[config.mk]
export PLATFORM = sky130hd
export DESIGN_NAME = ibd_port
export DESIGN_NICKNAME = d
export VERILOG_FILES = /design/src/include/ibd_pkg.sv /design/src/ibd_port.sv /design/src/ibd_sync.sv
export SDC_FILE = /design/constraint.sdc
export NUM_CORES = 1
export LEC_CHECK = 0
export BUFFER_PORTS_ARGS = -buffer_cell sky130_fd_sc_hd__buf_4
export CAP_MARGIN = 20
export CELL_PAD_IN_SITES_DETAIL_PLACEMENT = 1
export CELL_PAD_IN_SITES_GLOBAL_PLACEMENT = 2
export CORE_MARGIN = 2
export CORE_UTILIZATION = 31
export CTS_BUF_LIST = sky130_fd_sc_hd__clkbuf_4
export CTS_CLUSTER_DIAMETER = 120
export DETAILED_ROUTE_END_ITERATION = 12
export HOLD_SLACK_MARGIN = 0.15
export PLACE_DENSITY = 0.85
export RECOVER_POWER = 25
export SYNTH_ARGS = -nofsm -noshare
export SYNTH_HDL_FRONTEND = slang
export SYNTH_SLANG_ARGS = --single-unit
[constraint.sdc]
create_clock -name clk -period 3.5 [get_ports clk]
set_clock_uncertainty 0.05 [all_clocks]
set_input_delay 0 -clock clk [delete_from_list [all_inputs] [get_ports clk]]
set_output_delay 0 -clock clk [all_outputs]
set_load 0.02 [all_outputs]
[src/include/ibd_pkg.sv]
// Constants and types for the indexed byte-wide data register port
package ibd_pkg;
  localparam int IBD_DATA_W = 8;
  localparam int IBD_ADDR_W = 5;
  localparam int IBD_IDX_W = 32;
  localparam int IBD_WORD_W = 32;
  localparam int IBD_NUM_IDX = 3;
  // Address of lowest byte of data register n is DATA_BASE + 4*n
  localparam logic [4:0] IBD_DATA_BASE = 5'h0C;
  localparam logic [3:0] IBD_LANES_ALL = 4'hF;
  localparam logic [3:0] IBD_LANES_NONE = 4'h0;
  localparam logic [31:0] IBD_WORD_RST = 32'h0000_0000;
  localparam logic [1:0] IBD_SYNC_RST = 2'h0;
  typedef enum logic [1:0] {
    IBD_IDLE,
    IBD_READ,
    IBD_WRITE
  } ibd_state_e;
endpackage

[src/ibd_port.sv]
// Byte-wide indexed data register access port of the host bus interface
`timescale 1ns/100ps
// Overview of operation
// - Read drives addressed byte of the internal register on d[7:0] while read active.
// - Write captures d[7:0] at the trailing edge of the write strobe.
// - Upper lanes d[15:8] are never sampled nor driven; enable stays low.
// - Mixed reads and writes at one index, each covering all four bytes.
// - Bytes of a word are accepted in any order.
module ibd_port (
  input wire logic clk,
  input wire logic srst,
  input wire logic cs,
  input wire logic rd,
  input wire logic wr,
  input wire logic fifo_direct_select,
  input wire logic [ibd_pkg::IBD_ADDR_W-1:0] addr,
  input wire logic [15:0] d_in,
  output logic [15:0] d_out,
  output logic [1:0] d_oe,
  input wire logic [ibd_pkg::IBD_NUM_IDX*ibd_pkg::IBD_IDX_W-1:0] index_val,
  input wire logic [ibd_pkg::IBD_WORD_W-1:0] reg_rdata,
  output logic [ibd_pkg::IBD_IDX_W-1:0] reg_addr,
  output logic reg_rd,
  output logic reg_wr,
  output logic [ibd_pkg::IBD_WORD_W-1:0] reg_wdata
);
  import ibd_pkg::*;

  // ==========================================================
  // Pin synchronisation
  // Strobes, select, address and low data lanes all cross from the pins;
  // upper data lanes are left out so they can never be sampled
  logic [16:0] pins_s;
  ibd_sync #(.W(17)) u_sync (
    .clk(clk),
    .srst(srst),
    .din({cs, rd, wr, fifo_direct_select, addr, d_in[7:0]}),
    .dout(pins_s)
  );
  logic cs_s, rd_s, wr_s, fsel_s;
  logic [4:0] addr_s;
  logic [7:0] din_s;
  assign {cs_s, rd_s, wr_s, fsel_s, addr_s, din_s} = pins_s;

  // Decode: data register window with fifo select low
  logic hit;
  logic [4:0] off;
  logic [1:0] sel;
  logic [1:0] lane;
  assign off = addr_s - IBD_DATA_BASE;
  assign hit = cs_s && !fsel_s && (addr_s >= IBD_DATA_BASE) && (off[4:2] < 3'(IBD_NUM_IDX));
  assign sel = off[3:2];
  assign lane = off[1:0];

  // ==========================================================
  // Access state
  // Read and write progress are kept apart so a mixed sequence
  // at one index never confuses a partial read with a partial write
  ibd_state_e state_r, state_nxt;
  logic [1:0] sel_r, sel_nxt;
  logic [1:0] lane_r, lane_nxt;
  logic [3:0] seen_r, seen_nxt;
  logic [3:0] wseen_r, wseen_nxt;
  logic [31:0] stage_r, stage_nxt;
  logic [31:0] wstage_r, wstage_nxt;
  logic [7:0] dout_r, dout_nxt;
  logic oe_r, oe_nxt;
  logic [31:0] raddr_r, raddr_nxt;
  logic rrd_r, rrd_nxt;
  logic rwr_r, rwr_nxt;
  logic [31:0] wdata_r, wdata_nxt;
  logic [31:0] idx_pick;

  assign idx_pick = index_val[sel*IBD_IDX_W +: IBD_IDX_W];

  // One-hot mask of the byte lane held for the current strobe
  logic [3:0] lane_hot;
  for (genvar g = 0; g < 4; g++) begin : g_lane
    assign lane_hot[g] = (lane_r == 2'(g));
  end

  // Lane sets including the byte of the strobe now ending
  logic [3:0] seen_upd;
  logic [3:0] wseen_upd;
  assign seen_upd = seen_r | lane_hot;
  assign wseen_upd = wseen_r | lane_hot;

  // Word that the read byte comes from: bus data on the fetch cycle, else staging
  logic [31:0] rword;
  assign rword = rrd_r ? reg_rdata : stage_r;

  // ==========================================================
  // Strobe tracking and staging
  // Next-state logic for strobe tracking, staging and internal bus
  always_comb begin
    state_nxt = state_r;
    sel_nxt = sel_r;
    lane_nxt = lane_r;
    seen_nxt = seen_r;
    wseen_nxt = wseen_r;
    stage_nxt = stage_r;
    wstage_nxt = wstage_r;
    dout_nxt = dout_r;
    oe_nxt = 1'b0;
    raddr_nxt = raddr_r;
    rrd_nxt = 1'b0;
    rwr_nxt = 1'b0;
    wdata_nxt = wdata_r;
    case (state_r)
      IBD_IDLE: begin
        // Refused strobes leave the state untouched
        if (hit && rd_s) begin
          state_nxt = IBD_READ;
          sel_nxt = sel;
          lane_nxt = lane;
          // Fresh word fetched when no read word is in progress
          if (seen_r == IBD_LANES_NONE || sel != sel_r) begin
            raddr_nxt = idx_pick;
            rrd_nxt = 1'b1;
            seen_nxt = IBD_LANES_NONE;
          end
        end else if (hit && wr_s) begin
          state_nxt = IBD_WRITE;
          sel_nxt = sel;
          lane_nxt = lane;
          // Another data register drops the partial word
          if (sel != sel_r) begin
            wseen_nxt = IBD_LANES_NONE;
          end
        end
      end
      IBD_READ: begin
        // Word arrives in the cycle of the fetch pulse and is staged
        if (rrd_r) begin
          stage_nxt = reg_rdata;
        end
        // Addressed byte of the word, held on the lanes while the strobe stands
        dout_nxt = 8'(rword >> {lane_r, 3'b000});
        // Output enable follows the synced strobe and select
        oe_nxt = rd_s && cs_s;
        if (!rd_s || !cs_s) begin
          state_nxt = IBD_IDLE;
          seen_nxt = seen_upd;
          // All four lanes read: next read fetches a fresh word
          if (seen_upd == IBD_LANES_ALL) begin
            seen_nxt = IBD_LANES_NONE;
          end
        end
      end
      IBD_WRITE: begin
        // Trailing edge of the write strobe captures the byte
        if (!wr_s || !cs_s) begin
          state_nxt = IBD_IDLE;
          wstage_nxt[lane_r*8 +: 8] = din_s;
          wseen_nxt = wseen_upd;
          // Fourth distinct lane: hand the whole word to the register bus
          if (wseen_upd == IBD_LANES_ALL) begin
            wdata_nxt = wstage_r;
            wdata_nxt[lane_r*8 +: 8] = din_s;
            raddr_nxt = index_val[sel_r*IBD_IDX_W +: IBD_IDX_W];
            rwr_nxt = 1'b1;
            wseen_nxt = IBD_LANES_NONE;
          end
        end
      end
      // Unused encoding falls back to idle
      default: begin
        state_nxt = IBD_IDLE;
      end
    endcase
    // Synchronous reset returns every field to its idle value
    if (srst) begin
      state_nxt = IBD_IDLE;
      sel_nxt = 2'h0;
      lane_nxt = 2'h0;
      seen_nxt = IBD_LANES_NONE;
      wseen_nxt = IBD_LANES_NONE;
      stage_nxt = IBD_WORD_RST;
      wstage_nxt = IBD_WORD_RST;
      dout_nxt = 8'h00;
      oe_nxt = 1'b0;
      raddr_nxt = IBD_WORD_RST;
      rrd_nxt = 1'b0;
      rwr_nxt = 1'b0;
      wdata_nxt = IBD_WORD_RST;
    end
  end

  // ==========================================================
  // Register stage
  // Register all access state
  always_ff @(posedge clk) begin
    state_r <= state_nxt;
    sel_r <= sel_nxt;
    lane_r <= lane_nxt;
    seen_r <= seen_nxt;
    wseen_r <= wseen_nxt;
    stage_r <= stage_nxt;
    wstage_r <= wstage_nxt;
    dout_r <= dout_nxt;
    oe_r <= oe_nxt;
    raddr_r <= raddr_nxt;
    rrd_r <= rrd_nxt;
    rwr_r <= rwr_nxt;
    wdata_r <= wdata_nxt;
  end

  // ==========================================================
  // Outputs
  // Upper lanes stay released and zero in byte-wide mode
  assign d_out = {8'h00, dout_r};
  assign d_oe = {1'b0, oe_r};
  // Internal register bus comes straight from flip-flops
  assign reg_addr = raddr_r;
  assign reg_rd = rrd_r;
  assign reg_wr = rwr_r;
  assign reg_wdata = wdata_r;
endmodule

[src/ibd_sync.sv]
// Two-flop synchroniser for a group of asynchronous pin levels
`timescale 1ns/100ps
module ibd_sync #(
  parameter int W = 1
) (
  input wire logic clk,
  input wire logic srst,
  input wire logic [W-1:0] din,
  output logic [W-1:0] dout
);
  logic [W-1:0] meta_r;
  logic [W-1:0] meta_nxt;
  logic [W-1:0] dout_nxt;

  // Next values: first stage only feeds the second
  always_comb begin
    meta_nxt = din;
    dout_nxt = meta_r;
    if (srst) begin
      meta_nxt = '0;
      dout_nxt = '0;
    end
  end

  // Register stages
  always_ff @(posedge clk) begin
    meta_r <= meta_nxt;
    dout <= dout_nxt;
  end
endmodule

==> run summary, run 1 <==
Hold WC Path Type: in -> reg
core area: 25,330 um2
critical path's slowest cell: dlygate4sd3_1
dominant synthesized flop cell: dfxtp_1
Buffers & Inverters on Critical Path: 2
total power: 3.926 mW
Die Width: 165.0 um
final setup vio count: 0
worst vdd ir: 0.1565 mV
largest net degree at the start of global routing: 119
Slew Limit Fails: 0
htree depth: 4
Leakage Power: 4.682 nW
Residual DRC: 0
power density over the cells: 322.9 nW/um2
PnR worst setup slack: 216.1 ps
Peak Freq: 304.5 MHz
I/O Buffers: 221
RSZ-0062 raised after global routing: no
die height: 165.0 um
DP HPWL: 16,210 um
Critical Path End Type: flop
# IOs: 239
Tightest Pin Transition: 741.1 ps
fin crit share: 93.83%
slowest stage delay, CP: 610 ps
startpoint types: flop
Die ar.: 27,220 um2
EDFF count, synth: 0
cts bufs inserted: 17
Comb power frac: 11.2%
final WL: 28,370 um
register area share after synthesis: 46.60%
fin crit period: 3284 ps
CP arrival: 3710 ps
Clk pwr share: 33.6%
Max clock buf depth: 2
#FFs+latches synth: 187
GPL Wtd Cong: 0.7798
first-pass GRT wire length: 45,020 um
initial cell density of the core: 31.72%
Slew HR: 50.46%
wire per inst: 17.72 um
vias in the first global route: 8,599
Psw: 1.045 mW
Flop pwr share: 55.2%
Synth Instances: 867
Hold Vio Cnt, Final: 0
clk_lat worst skew: 600 ps
max_cap viols: 0
Yosys top cell by area: dfxtp_1
Internal Power: 2.880 mW
via-per-instance ratio: 5.039
CP Class: reg -> reg
Sw Ratio: 26.63%
Rows: 58
Worst Path Required: 3920 ps
DR pass1 iterations: 7
Max Fanout on Critical Path: 32
CTS tree: yes
Synth area leaders: dfxtp_1 47%, a211oi_1 6.1%, nor2b_1 5.2%
Post-DRT Antenna Nets: 0
share of the synthesized area in the top cell type: 46.60%
Place WS: 749.6 ps
Sink Count: 187
YS warnings: 0
post-synth cell types: 51
CTS root buf: clkbuf_4
mean post-synth cell area: 9.265 um2
critical path, cell by cell: ha_1, nand2b_1, nand4b_1, or4b_1, buf_4, a222oi_1, dlygate4sd3_1, nor3_1
initial antenna violation count: 1
gr usage total: 21.04%
synth-to-layout area growth: 51.36%
Crit path max-delay family: simple AND/OR/NAND/NOR gates
setup TNS: 0 ps
Nets: 1,420
GR Overflow Total: 0
Detailed Route Iter0 Violations: 449
number of buffers added for setup after CTS: 0
Async S/R FF share, synth: 0%
status: finished, final reports clean
Worst-path clk slew: 180 ps
vias: 8,067
layout cells sized above 1: 21.75%
post-synth design cell area: 8033 um2
-- cell usage after synthesis, types with 5 or more instances --
cell type / count
a21oi_1: 69
mux2_2: 32
nand2_1: 88
mux4_2: 16
a311oi_1: 8
dfxtp_1: 187
a211oi_1: 65
clkbuf_1: 58
ha_1: 9
nor2b_1: 67
buf_1: 10
buf_4: 10
nor2_1: 83
nor3_1: 66
buf_2: 5
a222oi_1: 32
-- timing repair --
item | 4_1_cts | 5_1_grt
gates resized for setup | 0 | 1
endpoints found under the setup margin | 0 | 2
hold endpoints to repair | 144 | 0
hold buffers | 209 | 0
-- worst paths after layout --
path | slack (ps) | end | from | cells past startpoint
min reg2reg | 390 | u_sync.dout[0]$_SDFF_PP0_ | u_sync.meta_r[0]$_SDFF_PP0_ | 1
max | 220 | reg_addr[9]$_SDFFE_PP0P_ | u_sync.dout[10]$_SDFF_PP0_ | 8
max reg2reg | 220 | reg_addr[9]$_SDFFE_PP0P_ | u_sync.dout[10]$_SDFF_PP0_ | 8
min | 380 | reg_addr[17]$_SDFFE_PP0P_ | index_val[17] | 5
-- cell type report --
type	instances	area, um2
multi-input cells	597	3954
well taps	330	412.9
flip-flops and latches	187	3745
inverters	5	18.77
clock buffers	17	127.6
repair buffers	448	3712
fillers	2885	13170
clock inverters	15	182.7
diodes	2	5.005
-- kinds of logic (layout without fill, tap and decap cells) --
kind of cell / Yosys count / count (layout) / share of synthesized area [%]
AOI/OAI and AO/OA: 200 / 200 / 17.57
xor gates and xnor gates: 3 / 3 / 0.3272
adders and majority gates: 9 / 9 / 1.402
buffers and inverters: 91 / 485 / 5.078
DFF: 187 / 187 / 46.60
muxes: 52 / 52 / 9.471
other: 1 / 11 / 0.04668
and+or+nand+nor: 324 / 324 / 19.50
-- tightest hold or removal path, stage by stage --
cell and delay, ps:
buf_4 70, mux2_2 130, a222oi_1 70, dlygate4sd3_1 560
nor3_1 160
-- placed cells by master (no fill, tap or decap), drive strengths merged, types with 2 or more instances in the layout --
cell         Yosys  final
clkbuf          58     71
mux2            32     32
nand2b           3      3
nor2            83     83
a311oi           8      8
xor2             2      2
diode            0      2
o2bb2ai          4      4
mux4            16     16
a211oi          65     65
bufinv           0      2
o22ai            4      4
a21oi           69     69
inv              4     11
clkinv           1      6
o21ai            6      6
nor4bb           2      2
and2             2      2
ha               9      9
a22o             4      4
nor3            66     66
nand2           88     88
buf             28    185
dfxtp          187    187
a222oi          32     32
nor4b            3      3
dlygate4sd3      0    209
mux2i            4      4
conb             1      9
nor2b           67     67
-- routing by layer --
layer	track usage, %	vias up	part of all wire, %
li1	-	3893	-
met1	24.17	3940	41
met2	39.41	195	53
met3	4.093	39	4.6
met4	5.968	0	1.8
met5	0	-	0
-- stage by stage --
| stage | instance area [um2] | hold slack [ps] | utilization (%) | cells |
|---|---|---|---|---|
| global placement | 9952 | 161.6 | 39.29 | 1358 |
| floorplan | 8063 | 78.18 | - | 875 |
| detailed placement | 9952 | 166.6 | 39.29 | 1358 |
| global route | 12160 | 367.8 | 48.00 | 1601 |
| finish | 12160 | 377.5 | 48.00 | 1601 |
| CTS | 12350 | 306.1 | 48.78 | 1599 |
-- power groups by stage --
stage | Combinational, mW | Sequential, mW | Clock (mW)
after floorplan | 0.139 | 2.20 | 0
after global placement | 0.296 | 2.21 | 0
after detailed placement | 0.299 | 2.21 | 0
after CTS | 0.432 | 2.17 | 1.37
after global routing | 0.472 | 2.17 | 1.45
final | 0.441 | 2.16 | 1.32
-- sequential cells by signal, indices dropped and copies added, names as in the netlist --
| register | count |
|---|---|
| reg_addr | 32 |
| lane_r | 2 |
| u_sync.dout | 17 |
| reg_rd | 1 |
| oe_r | 1 |
| u_sync.meta_r | 17 |
| reg_wdata | 32 |
| state_r | 2 |
| sel_r | 2 |
| dout_r | 8 |
| stage_r | 32 |
| wstage_r | 32 |
| seen_r | 4 |
| reg_wr | 1 |
| wseen_r | 4 |
(Power assumes the default switching activity.)
==> inputs of run 2 (changes only) <==
- CORE_UTILIZATION: 31 -> 34
- PLACE_DENSITY: 0.85 -> 0.92
- clock period: 3.5 -> 4 ns (I/O delays scaled with it)
==> run 2 against run 1 <==
Against the previous run:
- maximum frequency is 15% lower
- power shrank 13%
- critical path depth rose by 1
- count of clock-buffer cells in the layout increased by 1
- clock power is 14% lower
- hold slack lost 160 ps
- sequential power fell by 13%
- critical path type unchanged
- largest cell class unchanged
- largest power group unchanged
==> run summary, run 2 (synthesis gave the netlist of run 1 again) <==
power density over the cells: 277.1 nW/um2 (-14%)
commonest cells after routing, fill and taps aside: 218 x dlygate4sd3_1, 186 x dfxtp_1, 181 x buf_4
fin crit share: 96.31% (+2.5 points)
wire per inst: 18.62 um (+5.1%)
Worst Path Required: 4400 ps (+480 ps)
Worst-path clk slew: 160 ps (-20 ps)
initial antenna violation count: 2 (+1)
synth-to-layout area growth: 52.60%
vias: 8,289 (+2.8%)
FF-to-FF path depth: 9 (+1)
Die ar.: 24,870 um2 (-8.6%)
htree depth: 4 (unchanged)
Sw Ratio: 24.78% (-1.8 points)
startpoint types: flop
Critical Path End Type: flop
Internal Power: 2.555 mW (-11%)
CTS root buf: clkbuf_4
Clk pwr share: 33.2% (-0.4 points)
Slew HR: 39.57% (-11 points)
worst r2r src: u_sync.dout[10]$_SDFF_PP0_
CTS tree: yes
cts bufs inserted: 17 (unchanged)
Placed Area: 9953 um2 (about the same)
Placed Cells: 1,347 (-0.81%)
Nets: 1,431 (+0.77%)
# IOs: 239 (unchanged)
RSZ-0062 raised after global routing: no
I/O Buffers: 221 (unchanged)
Leakage Power: 4.783 nW (+2.2%)
Rows: 56 (-3.4%)
final setup vio count: 0 (unchanged)
hold path endpoint: stage_r[4]$_SDFFE_PP0P_
Reg-to-Reg End: reg_addr[29]$_SDFFE_PP0P_
final WL: 29,790 um (+5.0%)
Max clock buf depth: 2 (unchanged)
Residual DRC: 0 (unchanged)
via-per-instance ratio: 5.181 (+2.8%)
Sink Count: 187 (unchanged)
Detailed Route Iter0 Violations: 434 (-3.3%)
initial cell density of the core: 34.43% (+2.7 points)
first-pass GRT wire length: 47,170 um (+4.8%)
Comb power frac: 11.1% (about the same)
hold path depth: 4 (-1)
Max Fanout on Critical Path: 26 (-19%)
max_cap viols: 0 (unchanged)
Non-Filler Instances: 1,600 (-0.062%)
die height: 157.7 um (-4.4%)
setup TNS: 0 ps (unchanged)
Peak Freq: 259.6 MHz (-15%)
Util after Layout: 52.54% (+4.5 points)
largest net degree at the start of global routing: 98 (-18%)
Hold WC Path Type: in -> reg
Flop pwr share: 55.7% (+0.5 points)
GR Overflow Total: 0 (unchanged)
status: finished, final reports clean
R2R Setup Slk: 150 ps (-70 ps)
core area: 23,330 um2 (-7.9%)
total power: 3.397 mW (-13%)
Die Width: 157.7 um (-4.4%)
Hold Startpoint: reg_rdata[4]
GPL Wtd Cong: 0.7441 (-4.6%)
Slew Limit Fails: 0 (unchanged)
worst vdd ir: 0.1562 mV (-0.24%)
fin crit period: 3852 ps (+568.3 ps)
commonest non-fill, non-tap cell in the layout: dlygate4sd3_1
layout cells sized above 1: 21.66% (-0.092 points)
Post-DRT Antenna Nets: 0 (unchanged)
Psw: 0.8419 mW (-19%)
PnR worst setup slack: 147.7 ps (-68.33 ps)
clk_lat worst skew: 570 ps (-30 ps)
vias in the first global route: 8,965 (+4.3%)
Hold WS: 220.0 ps (-157.5 ps)
fin area: 12,260 um2 (+0.82%)
DP HPWL: 16,110 um (-0.63%)
gr usage total: 24.13% (+3.1 points)
Fill cells: 2,682 (-7.0%)
DR pass1 iterations: 7 (unchanged)
CP Class: reg -> reg
CP arrival: 4250 ps (+540 ps)
Place WS: 1098 ps (+348.0 ps)
Tightest Pin Transition: 906.4 ps (+165.3 ps)
Hold Vio Cnt, Final: 0 (unchanged)
run 2: changes by cell type in the layout (fill, tap and decap cells not counted), sizes merged:
cell / previous run / this run
dlygate4sd3: 209 / 218
clkbuf: 71 / 74
inv: 11 / 8
bufinv: 2 / 3
clkinv: 6 / 5
clkinvlp: 1 / 2
run 2: layout make-up:
cell class              instances  area [um2]  area share, %
diodes                          2       5.005        0.04083
clock buffers                  18       135.1          1.102
clock inverters                13       166.4          1.358
inverters                       5       18.77         0.1531
multi-input cells             597        3960          32.31
flip-flops and latches        187        3745          30.55
well taps                     319       399.1          3.256
repair buffers                459        3829          31.23
run 2: worst max path at each step:
stage                                from                         end  slack [ps]  cells after the start
6_report       u_sync.dout[10]$_SDFF_PP0_   reg_addr[29]$_SDFFE_PP0P_         150                      9
5_1_grt        u_sync.dout[10]$_SDFF_PP0_   reg_addr[29]$_SDFFE_PP0P_          40                      9
4_1_cts        u_sync.dout[10]$_SDFF_PP0_   reg_addr[28]$_SDFFE_PP0P_          10                      9
3_5_place_dp   u_sync.dout[10]$_SDFF_PP0_   reg_addr[15]$_SDFFE_PP0P_        1100                      7
3_3_place_gp   u_sync.dout[10]$_SDFF_PP0_    reg_addr[4]$_SDFFE_PP0P_         820                      6
2_1_floorplan      lane_r[1]$_SDFFE_PP0P_  reg_wdata[10]$_SDFFE_PP0P_        1400                     11
run 2: worst max-delay path, stage by stage, from the launching register on:
cell and delay, ps:
dfxtp_2 390, ha_1 400, nand2b_1 110, nand4b_1 220, or4b_4 680, buf_16 200, a222oi_1 360, dlygate4sd3_1 630
nor3_1 60, dlygate4sd3_1 620
run 2: timing repair:
item                       4_1_cts  5_1_grt
hold endpoints to repair       111        0
hold buffers                   218        0
setup endpoints to repair        0       30
resized for setup                0        4
buffers inserted                 0        2
run 2: power by group through the flow:
| stage | sequential, mW | clock, mW | combinational (mW) |
|---|---|---|---|
| 6_report | 1.89 | 1.13 | 0.378 |
| 4_1_cts | 1.89 | 1.17 | 0.362 |
| 3_3_place_gp | 1.93 | 0 | 0.255 |
| 3_5_place_dp | 1.93 | 0 | 0.258 |
| 2_1_floorplan | 1.93 | 0 | 0.122 |
| 5_1_grt | 1.90 | 1.25 | 0.401 |
run 2: metal layers:
| metal | share of wire (%) | global-route usage, % | routed length, um |
|---|---|---|---|
| met4 | 2.6 | 8.961 | 767 |
| met1 | 40 | 27.29 | 11800 |
| met3 | 5.2 | 4.845 | 1535 |
| met5 | 0 | 0 | 0 |
| met2 | 53 | 44.53 | 15690 |
